File: src/inc/dvitx_map.vh
`ifndef DVITX_MAP_VH
`define DVITX_MAP_VH

// ----------------------------------------------------------------
// register byte offsets (haddr[7:0])
// ----------------------------------------------------------------
`define DVITX_CTRL_OFF 8'h00
`define DVITX_STAT_OFF 8'h04
`define DVITX_SCNT_OFF 8'h08
`define DVITX_DEC_MSB 7

// ----------------------------------------------------------------
// control register fields
// ----------------------------------------------------------------
`define DVITX_CTRL_PWR 0
`define DVITX_CTRL_SRST 1
`define DVITX_PWR_RST 1'h0

// ----------------------------------------------------------------
// status register fields
// ----------------------------------------------------------------
`define DVITX_ST_PD 0
`define DVITX_ST_CONFIG_INTERFACE_SELECT 1
`define DVITX_ST_PIN 2
`define DVITX_ST_FULL 3
`define DVITX_ST_EMPTY 4
`define DVITX_ST_STRAP 5

// ----------------------------------------------------------------
// bus constants
// ----------------------------------------------------------------
`define DVITX_HTRANS_NONSEQ 2'h2
`define DVITX_HTRANS_SEQ 2'h3
`define DVITX_HRESP_OKAY 1'h0
`define DVITX_ZERO32 32'h0000_0000
`define DVITX_ZERO16 16'h0000
`define DVITX_ONE16 16'h0001

// ----------------------------------------------------------------
// pixel word layout in the fifo
// ----------------------------------------------------------------
`define DVITX_W_BLU_LSB 0
`define DVITX_W_GRN_LSB 8
`define DVITX_W_RED_LSB 16
`define DVITX_W_DE 24
`define DVITX_W_HS 25
`define DVITX_W_VS 26
`define DVITX_W_CTL1 27
`define DVITX_W_CTL2 28
`define DVITX_W_CTL3 29
`define DVITX_W_BITS 30
`define DVITX_ZERO_W 30'h0000_0000

// ----------------------------------------------------------------
// channel symbol layout
// ----------------------------------------------------------------
`define DVITX_CH_BITS 10
`define DVITX_CH_VID 9
`define DVITX_ZERO_CH 10'h000
`define DVITX_FIFO_DEPTH 16
`define DVITX_FIFO_AW 4

`endif

File: src/logic/dvitx_fifo.v
`timescale 1ns/1ps
`include "dvitx_map.vh"

module dvitx_fifo
#(
   parameter W = `DVITX_W_BITS,
   parameter D = `DVITX_FIFO_DEPTH,
   parameter AW = `DVITX_FIFO_AW
)
(
   // clock and reset
   input wire hclk,
   input wire hresetn,
   input wire flush,
   // fill side
   input wire in_valid,
   output wire in_ready,
   input wire [W-1:0] in_data,
   // drain side
   output wire out_valid,
   input wire out_ready,
   output wire [W-1:0] out_data,
   // level
   output wire full,
   output wire empty
);

reg [W-1:0] mem_q [0:D-1];
reg [AW-1:0] wr_q;
reg [AW-1:0] rd_q;
reg [AW:0] cnt_q;
wire push;
wire pop;

assign full = (cnt_q == D[AW:0]);
assign empty = (cnt_q == {(AW+1){1'b0}});
assign in_ready = ~full;
assign out_valid = ~empty;
assign out_data = mem_q[rd_q];
assign push = in_valid & ~full;
assign pop = out_ready & ~empty;

always @(posedge hclk)
begin
   if (push)
      mem_q[wr_q] <= in_data;
end

always @(posedge hclk or negedge hresetn)
begin
   if (!hresetn)
   begin
      wr_q <= {AW{1'b0}};
      rd_q <= {AW{1'b0}};
      cnt_q <= {(AW+1){1'b0}};
   end
   else if (flush)
   begin
      wr_q <= {AW{1'b0}};
      rd_q <= {AW{1'b0}};
      cnt_q <= {(AW+1){1'b0}};
   end
   else
   begin
      if (push)
         wr_q <= (wr_q == D[AW-1:0] - 1'b1) ? {AW{1'b0}} : wr_q + 1'b1;
      if (pop)
         rd_q <= (rd_q == D[AW-1:0] - 1'b1) ? {AW{1'b0}} : rd_q + 1'b1;
      if (push & ~pop)
         cnt_q <= cnt_q + 1'b1;
      else if (pop & ~push)
         cnt_q <= cnt_q - 1'b1;
   end
end

endmodule // dvitx_fifo

File: src/logic/dvitx_top.v
// Summary of operation
// - interface off: power_down_n high runs normally, low powers down
// - interface on: power state comes from the register bit, not the pin
// - power bit resets low; powered down on enabling or soft reset
// - blue channel: blue pixel bits in video, hsync and vsync in blanking
// - green channel: green pixel bits in video, control bit 1 in blanking
// - red channel: red pixel bits in video, control bits 3:2 in blanking
// - separate differential pair carries the link clock
// - select high enables config interface, low makes pins straps
// - power-down keeps only i/o and config interface alive
`timescale 1ns/1ps
`include "dvitx_map.vh"

module dvitx_top
#(
   parameter FIFO_DEPTH = `DVITX_FIFO_DEPTH,
   parameter FIFO_AW = `DVITX_FIFO_AW
)
(
   // clock and reset
   input wire hclk,
   input wire hresetn,
   // ahb-lite slave
   input wire hsel,
   input wire [31:0] haddr,
   input wire [1:0] htrans,
   input wire hwrite,
   input wire [2:0] hsize,
   input wire [31:0] hwdata,
   input wire hready,
   output wire hreadyout,
   output wire hresp,
   output reg [31:0] hrdata,
   // straps
   input wire config_interface_select,
   input wire power_down_n,
   // pixel input from graphics controller
   input wire pixel_strobe,
   input wire [23:0] pixel_data,
   input wire pixel_de,
   input wire pixel_hsync,
   input wire pixel_vsync,
   input wire [3:1] blanking_control_bits,
   output wire pixel_ready,
   // link side
   input wire link_clk,
   output reg [9:0] blue_channel_pair,
   output reg [9:0] green_channel_pair,
   output reg [9:0] red_channel_pair,
   output reg link_clock_pair_p,
   output reg link_clock_pair_n,
   output wire powered_down
);

// ----------------------------------------------------------------
// pin synchronisers
// ----------------------------------------------------------------
reg config_interface_select_m_q;
reg config_interface_select_s_q;
reg config_interface_select_e_q;
reg pdn_m_q;
reg pdn_s_q;
reg lclk_m_q;
reg lclk_s_q;
reg lclk_e_q;
reg stb_m_q;
reg stb_s_q;
reg stb_e_q;
reg [`DVITX_W_BITS-1:0] pix_m_q;
reg [`DVITX_W_BITS-1:0] pix_s_q;
wire [`DVITX_W_BITS-1:0] pix_raw;

assign pix_raw = {blanking_control_bits, pixel_vsync, pixel_hsync,
                  pixel_de, pixel_data};

always @(posedge hclk or negedge hresetn)
begin
   if (!hresetn)
   begin
      config_interface_select_m_q <= 1'b0;
      config_interface_select_s_q <= 1'b0;
      config_interface_select_e_q <= 1'b0;
      pdn_m_q <= 1'b0;
      pdn_s_q <= 1'b0;
      lclk_m_q <= 1'b0;
      lclk_s_q <= 1'b0;
      lclk_e_q <= 1'b0;
      stb_m_q <= 1'b0;
      stb_s_q <= 1'b0;
      stb_e_q <= 1'b0;
      pix_m_q <= `DVITX_ZERO_W;
      pix_s_q <= `DVITX_ZERO_W;
   end
   else
   begin
      config_interface_select_m_q <= config_interface_select;
      config_interface_select_s_q <= config_interface_select_m_q;
      config_interface_select_e_q <= config_interface_select_s_q;
      pdn_m_q <= power_down_n;
      pdn_s_q <= pdn_m_q;
      lclk_m_q <= link_clk;
      lclk_s_q <= lclk_m_q;
      lclk_e_q <= lclk_s_q;
      stb_m_q <= pixel_strobe;
      stb_s_q <= stb_m_q;
      stb_e_q <= stb_s_q;
      pix_m_q <= pix_raw;
      pix_s_q <= pix_m_q;
   end
end

wire config_interface_select_rise;
wire lclk_rise;
wire stb_rise;

assign config_interface_select_rise = config_interface_select_s_q & ~config_interface_select_e_q;
assign lclk_rise = lclk_s_q & ~lclk_e_q;
assign stb_rise = stb_s_q & ~stb_e_q;

// ----------------------------------------------------------------
// ahb-lite slave, zero wait states
// ----------------------------------------------------------------
reg wr_pend_q;
reg [`DVITX_DEC_MSB:0] wr_addr_q;
reg pwr_on_q;
reg [15:0] sym_cnt_q;
wire addr_phase;
wire wr_take;
wire rd_take;
wire ctrl_wr;
wire [31:0] ctrl_rd;
wire [31:0] stat_rd;
wire fifo_full;
wire fifo_empty;
wire pd_eff;
reg [31:0] rd_mux;

assign hreadyout = 1'b1;
assign hresp = `DVITX_HRESP_OKAY;
assign addr_phase = hsel & hready &
                    ((htrans == `DVITX_HTRANS_NONSEQ) |
                     (htrans == `DVITX_HTRANS_SEQ));
assign wr_take = addr_phase & hwrite;
assign rd_take = addr_phase & ~hwrite;
// writes only land while the config interface is enabled
assign ctrl_wr = wr_pend_q & config_interface_select_s_q &
                 (wr_addr_q == `DVITX_CTRL_OFF);

assign ctrl_rd = {31'h0000_0000, pwr_on_q};
assign stat_rd = {26'h000_0000,
                  config_interface_select_s_q & pdn_s_q,
                  fifo_empty,
                  fifo_full,
                  pdn_s_q,
                  config_interface_select_s_q,
                  pd_eff};

always @*
begin
   case (haddr[`DVITX_DEC_MSB:0])
      `DVITX_CTRL_OFF: rd_mux = ctrl_rd;
      `DVITX_STAT_OFF: rd_mux = stat_rd;
      `DVITX_SCNT_OFF: rd_mux = {16'h0000, sym_cnt_q};
      default: rd_mux = `DVITX_ZERO32;
   endcase
end

always @(posedge hclk or negedge hresetn)
begin
   if (!hresetn)
   begin
      wr_pend_q <= 1'b0;
      wr_addr_q <= 8'h00;
      hrdata <= `DVITX_ZERO32;
   end
   else
   begin
      wr_pend_q <= wr_take;
      if (wr_take)
         wr_addr_q <= haddr[`DVITX_DEC_MSB:0];
      if (rd_take)
         hrdata <= rd_mux;
   end
end

// ----------------------------------------------------------------
// power-down control
// ----------------------------------------------------------------
always @(posedge hclk or negedge hresetn)
begin
   if (!hresetn)
      pwr_on_q <= `DVITX_PWR_RST;
   else if (config_interface_select_rise)
      pwr_on_q <= `DVITX_PWR_RST;
   else if (ctrl_wr & hwdata[`DVITX_CTRL_SRST])
      pwr_on_q <= `DVITX_PWR_RST;
   else if (ctrl_wr)
      pwr_on_q <= hwdata[`DVITX_CTRL_PWR];
end

// pin ignored while interface is on; bit ignored while off
assign pd_eff = config_interface_select_s_q ? ~pwr_on_q : ~pdn_s_q;
assign powered_down = pd_eff;

// ----------------------------------------------------------------
// pixel buffer
// ----------------------------------------------------------------
wire fifo_in_valid;
wire fifo_in_ready;
wire fifo_out_valid;
wire fifo_out_ready;
wire [`DVITX_W_BITS-1:0] fifo_out_data;

// buffer is flushed and refuses input while powered down
assign fifo_in_valid = stb_rise & ~pd_eff;
assign pixel_ready = fifo_in_ready & ~pd_eff;
assign fifo_out_ready = lclk_rise & ~pd_eff;

dvitx_fifo
#(
   .W(`DVITX_W_BITS),
   .D(FIFO_DEPTH),
   .AW(FIFO_AW)
)
u_fifo
(
   .hclk(hclk),
   .hresetn(hresetn),
   .flush(pd_eff),
   .in_valid(fifo_in_valid),
   .in_ready(fifo_in_ready),
   .in_data(pix_s_q),
   .out_valid(fifo_out_valid),
   .out_ready(fifo_out_ready),
   .out_data(fifo_out_data),
   .full(fifo_full),
   .empty(fifo_empty)
);

// ----------------------------------------------------------------
// channel mapping
// ----------------------------------------------------------------
wire [`DVITX_W_BITS-1:0] wrd;
wire vid;
reg [9:0] blu_d;
reg [9:0] grn_d;
reg [9:0] red_d;

// an empty buffer sends a blanking word with all controls low
assign wrd = fifo_out_valid ? fifo_out_data : `DVITX_ZERO_W;
assign vid = wrd[`DVITX_W_DE];

always @*
begin
   blu_d = `DVITX_ZERO_CH;
   grn_d = `DVITX_ZERO_CH;
   red_d = `DVITX_ZERO_CH;
   if (vid)
   begin
      blu_d = {1'b1, 1'b0,
               wrd[`DVITX_W_BLU_LSB+7:`DVITX_W_BLU_LSB]};
      grn_d = {1'b1, 1'b0,
               wrd[`DVITX_W_GRN_LSB+7:`DVITX_W_GRN_LSB]};
      red_d = {1'b1, 1'b0,
               wrd[`DVITX_W_RED_LSB+7:`DVITX_W_RED_LSB]};
   end
   else
   begin
      blu_d[1:0] = {wrd[`DVITX_W_VS], wrd[`DVITX_W_HS]};
      grn_d[0] = wrd[`DVITX_W_CTL1];
      red_d[1:0] = {wrd[`DVITX_W_CTL3], wrd[`DVITX_W_CTL2]};
   end
end

// ----------------------------------------------------------------
// link outputs
// ----------------------------------------------------------------
always @(posedge hclk or negedge hresetn)
begin
   if (!hresetn)
   begin
      blue_channel_pair <= `DVITX_ZERO_CH;
      green_channel_pair <= `DVITX_ZERO_CH;
      red_channel_pair <= `DVITX_ZERO_CH;
      link_clock_pair_p <= 1'b0;
      link_clock_pair_n <= 1'b0;
      sym_cnt_q <= `DVITX_ZERO16;
   end
   else if (pd_eff)
   begin
      // outputs quiet, clock pair stopped
      blue_channel_pair <= `DVITX_ZERO_CH;
      green_channel_pair <= `DVITX_ZERO_CH;
      red_channel_pair <= `DVITX_ZERO_CH;
      link_clock_pair_p <= 1'b0;
      link_clock_pair_n <= 1'b0;
   end
   else
   begin
      link_clock_pair_p <= lclk_s_q;
      link_clock_pair_n <= ~lclk_s_q;
      if (lclk_rise)
      begin
         blue_channel_pair <= blu_d;
         green_channel_pair <= grn_d;
         red_channel_pair <= red_d;
         if (fifo_out_valid)
            sym_cnt_q <= sym_cnt_q + `DVITX_ONE16;
      end
   end
end

endmodule // dvitx_top

File: config.mk
export PLATFORM = sky130hd
export DESIGN_NAME = dvitx_top
export DESIGN_NICKNAME = d
export VERILOG_FILES = /design/src/logic/dvitx_fifo.v /design/src/logic/dvitx_top.v
export VERILOG_INCLUDE_DIRS = /design/src /design/src/inc
export SDC_FILE = /design/constraint.sdc
export NUM_CORES = 1
export LEC_CHECK = 0
export BUFFER_PORTS_ARGS = -buffer_cell sky130_fd_sc_hd__buf_2
export CORE_ASPECT_RATIO = 1.4
export CORE_MARGIN = 1
export CORE_UTILIZATION = 54
export DETAILED_ROUTE_END_ITERATION = 8
export PLACE_DENSITY_LB_ADDON = 0.1
export SLEW_MARGIN = 25
export SYNTH_ARGS = -nofsm -noshare
export SYNTH_HDL_FRONTEND = slang
export SYNTH_HIERARCHICAL = 1
export SYNTH_SLANG_ARGS = --single-unit
export TNS_END_PERCENT = 30
File: constraint.sdc
create_clock -name hclk -period 4.2 [get_ports hclk]
set_clock_uncertainty 0.15 [all_clocks]
set_input_delay 0.63 -clock hclk [delete_from_list [all_inputs] [get_ports hclk]]
set_output_delay 0.63 -clock hclk [all_outputs]
set_load 0.02 [all_outputs]
======== Word level (Yosys, flattened, before mapping) ========
Memory sizes are Yosys's and may differ from the RTL's.
Index checks and enable logic that the tools add are counted.
storage, ports and cells
  bits in registers ....................... 174
  memory bits (writable) .................. 480
  input port bits ......................... 108
  memories ................................ 1
cells by class
  add/sub/neg operators ................... 5
  equal/unequal tests ..................... 7
  multiplexer cells ....................... 31
  bitwise logic cells ..................... 31
  reduce and logical (&&, ||, !) cells .... 9
memory list
  memory        depth  width  rd ports  clocked after Yosys merged registers in  write ports  RTL line         source
  u_fifo.mem_q  16     30     1         0                                        1            dvitx_fifo.v:28  reg [W-1:0] mem_q [0:D-1];
operator list
  kind                                                  count
  two-way mux 10 bit                                    6
  case mux 16 bit (3 select lines)                      1
  two-way mux 30 bit                                    1
  two-way mux 4 bit                                     6
  AND 1 bit                                             18
  adder 16 x 1 -> 16 bit (second input constant)        1
  logical NOT 8 bit                                     2
  two-way mux 8 bit                                     2
  two-way mux 5 bit                                     3
  NOT 1 bit                                             12
  two-way mux 1 bit                                     9
  two-way mux 9 bit                                     1
  adder 4 x 1 -> 4 bit (second input constant)          2
  equality test 4 bit (second input constant)           2
  equality test 8 x 3 -> 1 bit (second input constant)  1
  equality test 8 x 4 -> 1 bit (second input constant)  1
  nonzero test 2 bit                                    3
  nonzero test 3 bit                                    2
  adder 5 x 1 -> 5 bit (second input constant)          1
  equality test 5 bit (second input constant)           1
  logical NOT 5 bit                                     1
  subtractor 5 x 1 -> 5 bit (second input constant)     1
  equality test 2 bit (second input constant)           2
  two-way mux 2 bit                                     2
  other kinds (2)                                       2

======== Depth between registers and ports, before layout ========
  depth after elaboration ................. 10
  depth in mapped cells ................... 11
  depth with buffers taken out ............ 10

======== Hierarchy ========
The synthesis kept the hierarchy.
by module, submodules not included
  module      instances  cells each  area each (um2)
  dvitx_fifo  1          988         19328.5
  dvitx_top   1          340         4767.1

======== Worst setup path after synthesis ========
No wires, ideal clock.
  kind .................................... reg-to-reg
  start point ............................. reg config_interface_select_s_q
  end point ............................... mem u_fifo/mem_q[0][0] in the netlist's numbering, enable pin
  library setup time ...................... 0.455 ns
  data arrival time ....................... 3.944 ns
  path slack .............................. -0.348 ns
  stages on the path, launching flop included .. 8
  path through ............................ dfrtp_1 > mux2_2 > inv_1 > nor3b_1 > clkbuf_1 > a21boi_2 > nand2_1 > nor3_1
between the ends
  longest elaborated chain between the ends .. 6
ends and longest elaborated chain
  item                                     RTL line         source
  start, declared                          dvitx_top.v:59   reg config_interface_select_s_q;
  start signal, assigned                   dvitx_top.v:97   config_interface_select_s_q <= config_interface_select_m_q;
  two-way mux 1 bit                        dvitx_top.v:202  assign pd_eff = config_interface_select_s_q ? ~pwr_on_q : ~pdn_s_q;
  via powered_down                         dvitx_top.v:52   output wire powered_down
  NOT 1 bit (no line)                      --
  AND 1 bit                                dvitx_top.v:215  assign fifo_in_valid = stb_rise & ~pd_eff;
  via fifo_in_valid                        dvitx_top.v:208  wire fifo_in_valid;
  AND 1 bit                                dvitx_fifo.v:40  assign push = in_valid & ~full;
  two-way mux 1 bit                        dvitx_fifo.v:45  if (push)
  two-way mux 1 bit (not written as such)  dvitx_fifo.v:46  mem_q[wr_q] <= in_data;
  end, declared                            dvitx_fifo.v:28
The timed path passes the listed nets, and every way through them passes these cells.

======== Worst setup path in the final report ========
  start point ............................. reg config_interface_select_s_q
  end point ............................... mem u_fifo/mem_q[2][2] in the netlist's numbering, enable pin
between the ends
  longest elaborated chain between the ends .. 6
ends and longest elaborated chain
  item                                     RTL line
  two-way mux 1 bit                        dvitx_top.v:202
  NOT 1 bit (no line)                      --
  AND 1 bit                                dvitx_top.v:215
  via fifo_in_valid                        dvitx_top.v:208
  AND 1 bit                                dvitx_fifo.v:40
  two-way mux 1 bit                        dvitx_fifo.v:45
  two-way mux 1 bit (not written as such)  dvitx_fifo.v:46
The timed path passes the listed nets, and every way through them passes these cells.

==> flow_metrics.env <==
export IMPL_synth_flop_cell="edfxtp_1"
export IMPL_crit_chain="mux2_2, inv_1, nor3b_1, buf_4, a21boi_2, nand2_1, nor3_4, buf_12"
export IMPL_drv_slew=0
export IMPL_cts_sinks=633
export IMPL_cts_setup_buffers=0
export IMPL_yosysSeqAreaShare_pct=75.7
export IMPL_cts_resized_gates=0
export IMPL_insertion_delay_ns=0.60
export IMPL_setup_violations=0
export IMPL_yosys_area_top_type_share_pct=59.8
export IMPL_grt_remaining_overflow=0
export IMPL_hpwlAfterDp_um=27500
export IMPL_dpl_cell_area_um2=25400
export IMPL_antenna_found_initial=0
export IMPL_synth_area_um2=24100
export IMPL_fin_ws_ns=0.741
export IMPL_cap_viol_max_count=0
export IMPL_die_w_um=181
export IMPL_yosysTopAreaCell="edfxtp_1"
export IMPL_path_clk_slew_ns=0.06
export IMPL_drtIter0Drc=848
export IMPL_period_share_pct=82.4
export IMPL_globalRoute_busiestLayer="met2"
export IMPL_cp_start_kind="flop"
export IMPL_finalWirelength_um=50700
export IMPL_tightest_slew_ns=0.992
export IMPL_final_cell_area_um2=27700
export IMPL_hold_class="in2reg"
export IMPL_dp_slack_ns=0.756
export IMPL_fin_cells=2092
export IMPL_post_drt_wl_per_cell_um=24.2
export IMPL_use_met3_pct=3.16
export IMPL_status="finished clean"
export IMPL_start_util_pct=54.7
export IMPL_grt_pass1_wl_um=76600
export IMPL_ir_worst_vdd_mv=0.479
export IMPL_fmax_mhz=289
export IMPL_syn_to_final_growth_pct=15.1
export IMPL_grt_use_met2_pct=40.2
export IMPL_path_max_fanout=23
export IMPL_reg2reg_slack_ns=0.74
export IMPL_die_h_um=252
export IMPL_timing_rr_start="config_interface_select_s_q"
export IMPL_synth_edf_count=480
export IMPL_vias=12400
export IMPL_p_leak_nw=9.67
export IMPL_syn_inst=1328
export IMPL_arrival_ns=3.58
export IMPL_nNetsFinal=1605
export IMPL_rsz0062_at_grt="false"
export IMPL_powerDensity_nw_per_um2=447
export IMPL_globalplace_congestion=0.754
export IMPL_diodes=0
export IMPL_synth_area_leaders="edfxtp_1, dfrtp_1, mux4_2"
export IMPL_synthArstFlopShare_pct=24.2
export IMPL_synth_cell_types=56
export IMPL_grt_max_degree=115
export IMPL_reg2reg_depth=8
export IMPL_cts_root_buffer="clkbuf_16"
export IMPL_layout_drive_gt1_share_pct=20.5
export IMPL_critical_path_max_stage_delay_ns=0.70
export IMPL_drtAntennaViolNets=0
export IMPL_ioPinCount=176
export IMPL_layout_min_cycle_time_ns=3.46
export IMPL_fp_coreArea_um2=44100
export IMPL_hold_slack_ns=0.0949
export IMPL_fin_total_pwr_w=0.0124
export IMPL_avgSynthCellArea_um2=18.1
export IMPL_viasPerCell=5.90
export IMPL_cpMaxStageDelayCell="nor3_4"
export IMPL_cts_buffers=57
export IMPL_hold_viol=0
export IMPL_r2r_end="u_fifo/mem_q[2][2]"
export IMPL_slew_headroom_pct=33.9
export IMPL_ys_ff_latch=633
export IMPL_crit_type="reg2reg"
export IMPL_critPathRequiredTime_ns=4.32
export IMPL_clk_path_buf_depth=3
export IMPL_die_area_um2=45500
export IMPL_track_usage_pct=22.8
export IMPL_fillers=3090
export IMPL_min_to="wr_addr_q[5]"
export IMPL_yosysWarnings=6
export IMPL_rows=91
export IMPL_grt_pass1_vias=12500
export IMPL_htree_levels=2
export IMPL_crit_path_end_kind="flop"
export IMPL_tritoncts="done"
export IMPL_hold_path_depth=3
export IMPL_use_met1_pct=30.0
export IMPL_drt_drc_violations_left=0
export IMPL_drtPass1Iterations=5
export IMPL_hold_buffers=34
export IMPL_hold_path_startpoint="haddr[5]"
export IMPL_place_inst=1949
export IMPL_port_buffers=96
[report_power, final]
part	internal (W)	switching, W
combinational	0.0000887	0.000126
clock	0.00306	0.00222
sequential	0.00680	0.0000854
total	0.00996	0.00243
[sequential cells by signal, summed over array words and instances (netlist names), 4 cells and up]
register            cells
blue_channel_pair       8
green_channel_pair      8
hrdata                 16
pix_m_q                30
pix_s_q                30
red_channel_pair        9
sym_cnt_q              16
u_fifo/cnt_q            5
u_fifo/mem_q          480
u_fifo/rd_q             4
u_fifo/wr_q             4
wr_addr_q               8
[cell usage after synthesis, types with 24 or more instances]
library cell	instances
a221oi_1	60
a22o_1	29
a22oi_1	35
buf_4	39
clkbuf_1	40
dfrtp_1	153
edfxtp_1	480
mux2i_1	132
mux4_2	60
nand2_1	88
nor2_1	24
o21ai_0	44
[critical path: cells and delay by family (launching register included)]
family                 cells  cell delay (ns)
AO/OA/AOI/OAI              1             0.37
buffers and inverters      3             0.61
multiplexers               1             0.34
flip-flops                 1             0.42
AND/OR/NAND/NOR            3             1.22
[cells in the final DEF, fill, tap and decap left out, types with 16 or more instances in the layout]
cell and n:
buf_4 22, buf_2 95, o21ai_0 44, dfrtp_1 151
conb_1 21, a22oi_1 35, a22o_1 29, dlygate4sd3_1 35
a221oi_1 60, nand2_1 88, clkbuf_1 16, mux4_2 60
edfxtp_1 480, clkbuf_16 60, inv_1 16, mux2i_1 132
[stage by stage]
stage               utilization (%)  TNS, ns
detailed placement             57.7        0
floorplan                         -   -12.05
finish                         63.0        0
global route                   63.0        0
global placement               57.7        0
CTS                            62.9        0
[cell type report]
| cell class | count | area, um^2 | area share (%) |
|---|---|---|---|
| clock buffer | 87 | 1710 | 6.17 |
| tap | 558 | 698 | 2.52 |
| clock inverter | 20 | 225 | 0.812 |
| inverter | 17 | 63.8 | 0.230 |
| timing repair buffer | 167 | 1290 | 4.66 |
| multi-input combinational | 610 | 5500 | 19.8 |
| sequential | 633 | 18200 | 65.8 |
[per-layer routing]
layer / up-vias / part of all wire (%)
li1: 5535 / -
met1: 6367 / 41
met2: 374 / 51
met3: 74 / 5.1
met4: 0 / 2.2
met5: - / 0
[how the worst max path moves through the flow]
stage | start | end | cells after the start
final | config_interface_select_s_q | u_fifo/mem_q[2][2] | 8
after global routing | config_interface_select_s_q | u_fifo/mem_q[2][2] | 8
after CTS | config_interface_select_s_q | u_fifo/mem_q[2][2] | 8
after detailed placement | config_interface_select_s_q | u_fifo/mem_q[2][2] | 8
after global placement | config_interface_select_s_q | u_fifo/mem_q[2][2] | 8
after floorplan | config_interface_select_s_q | u_fifo/mem_q[1][0] | 7
[cells by family after synthesis]
family,share of synthesized area (%)
multiplexers,11.2
buffers and inverters,2.32
flip-flops,75.7
other,0.0312
AND/OR/NAND/NOR,3.33
AO/OA/AOI/OAI,6.15
XOR/XNOR,0.654
adder cells (fa/ha/maj),0.602
Power figures use the tool's default switching activity.
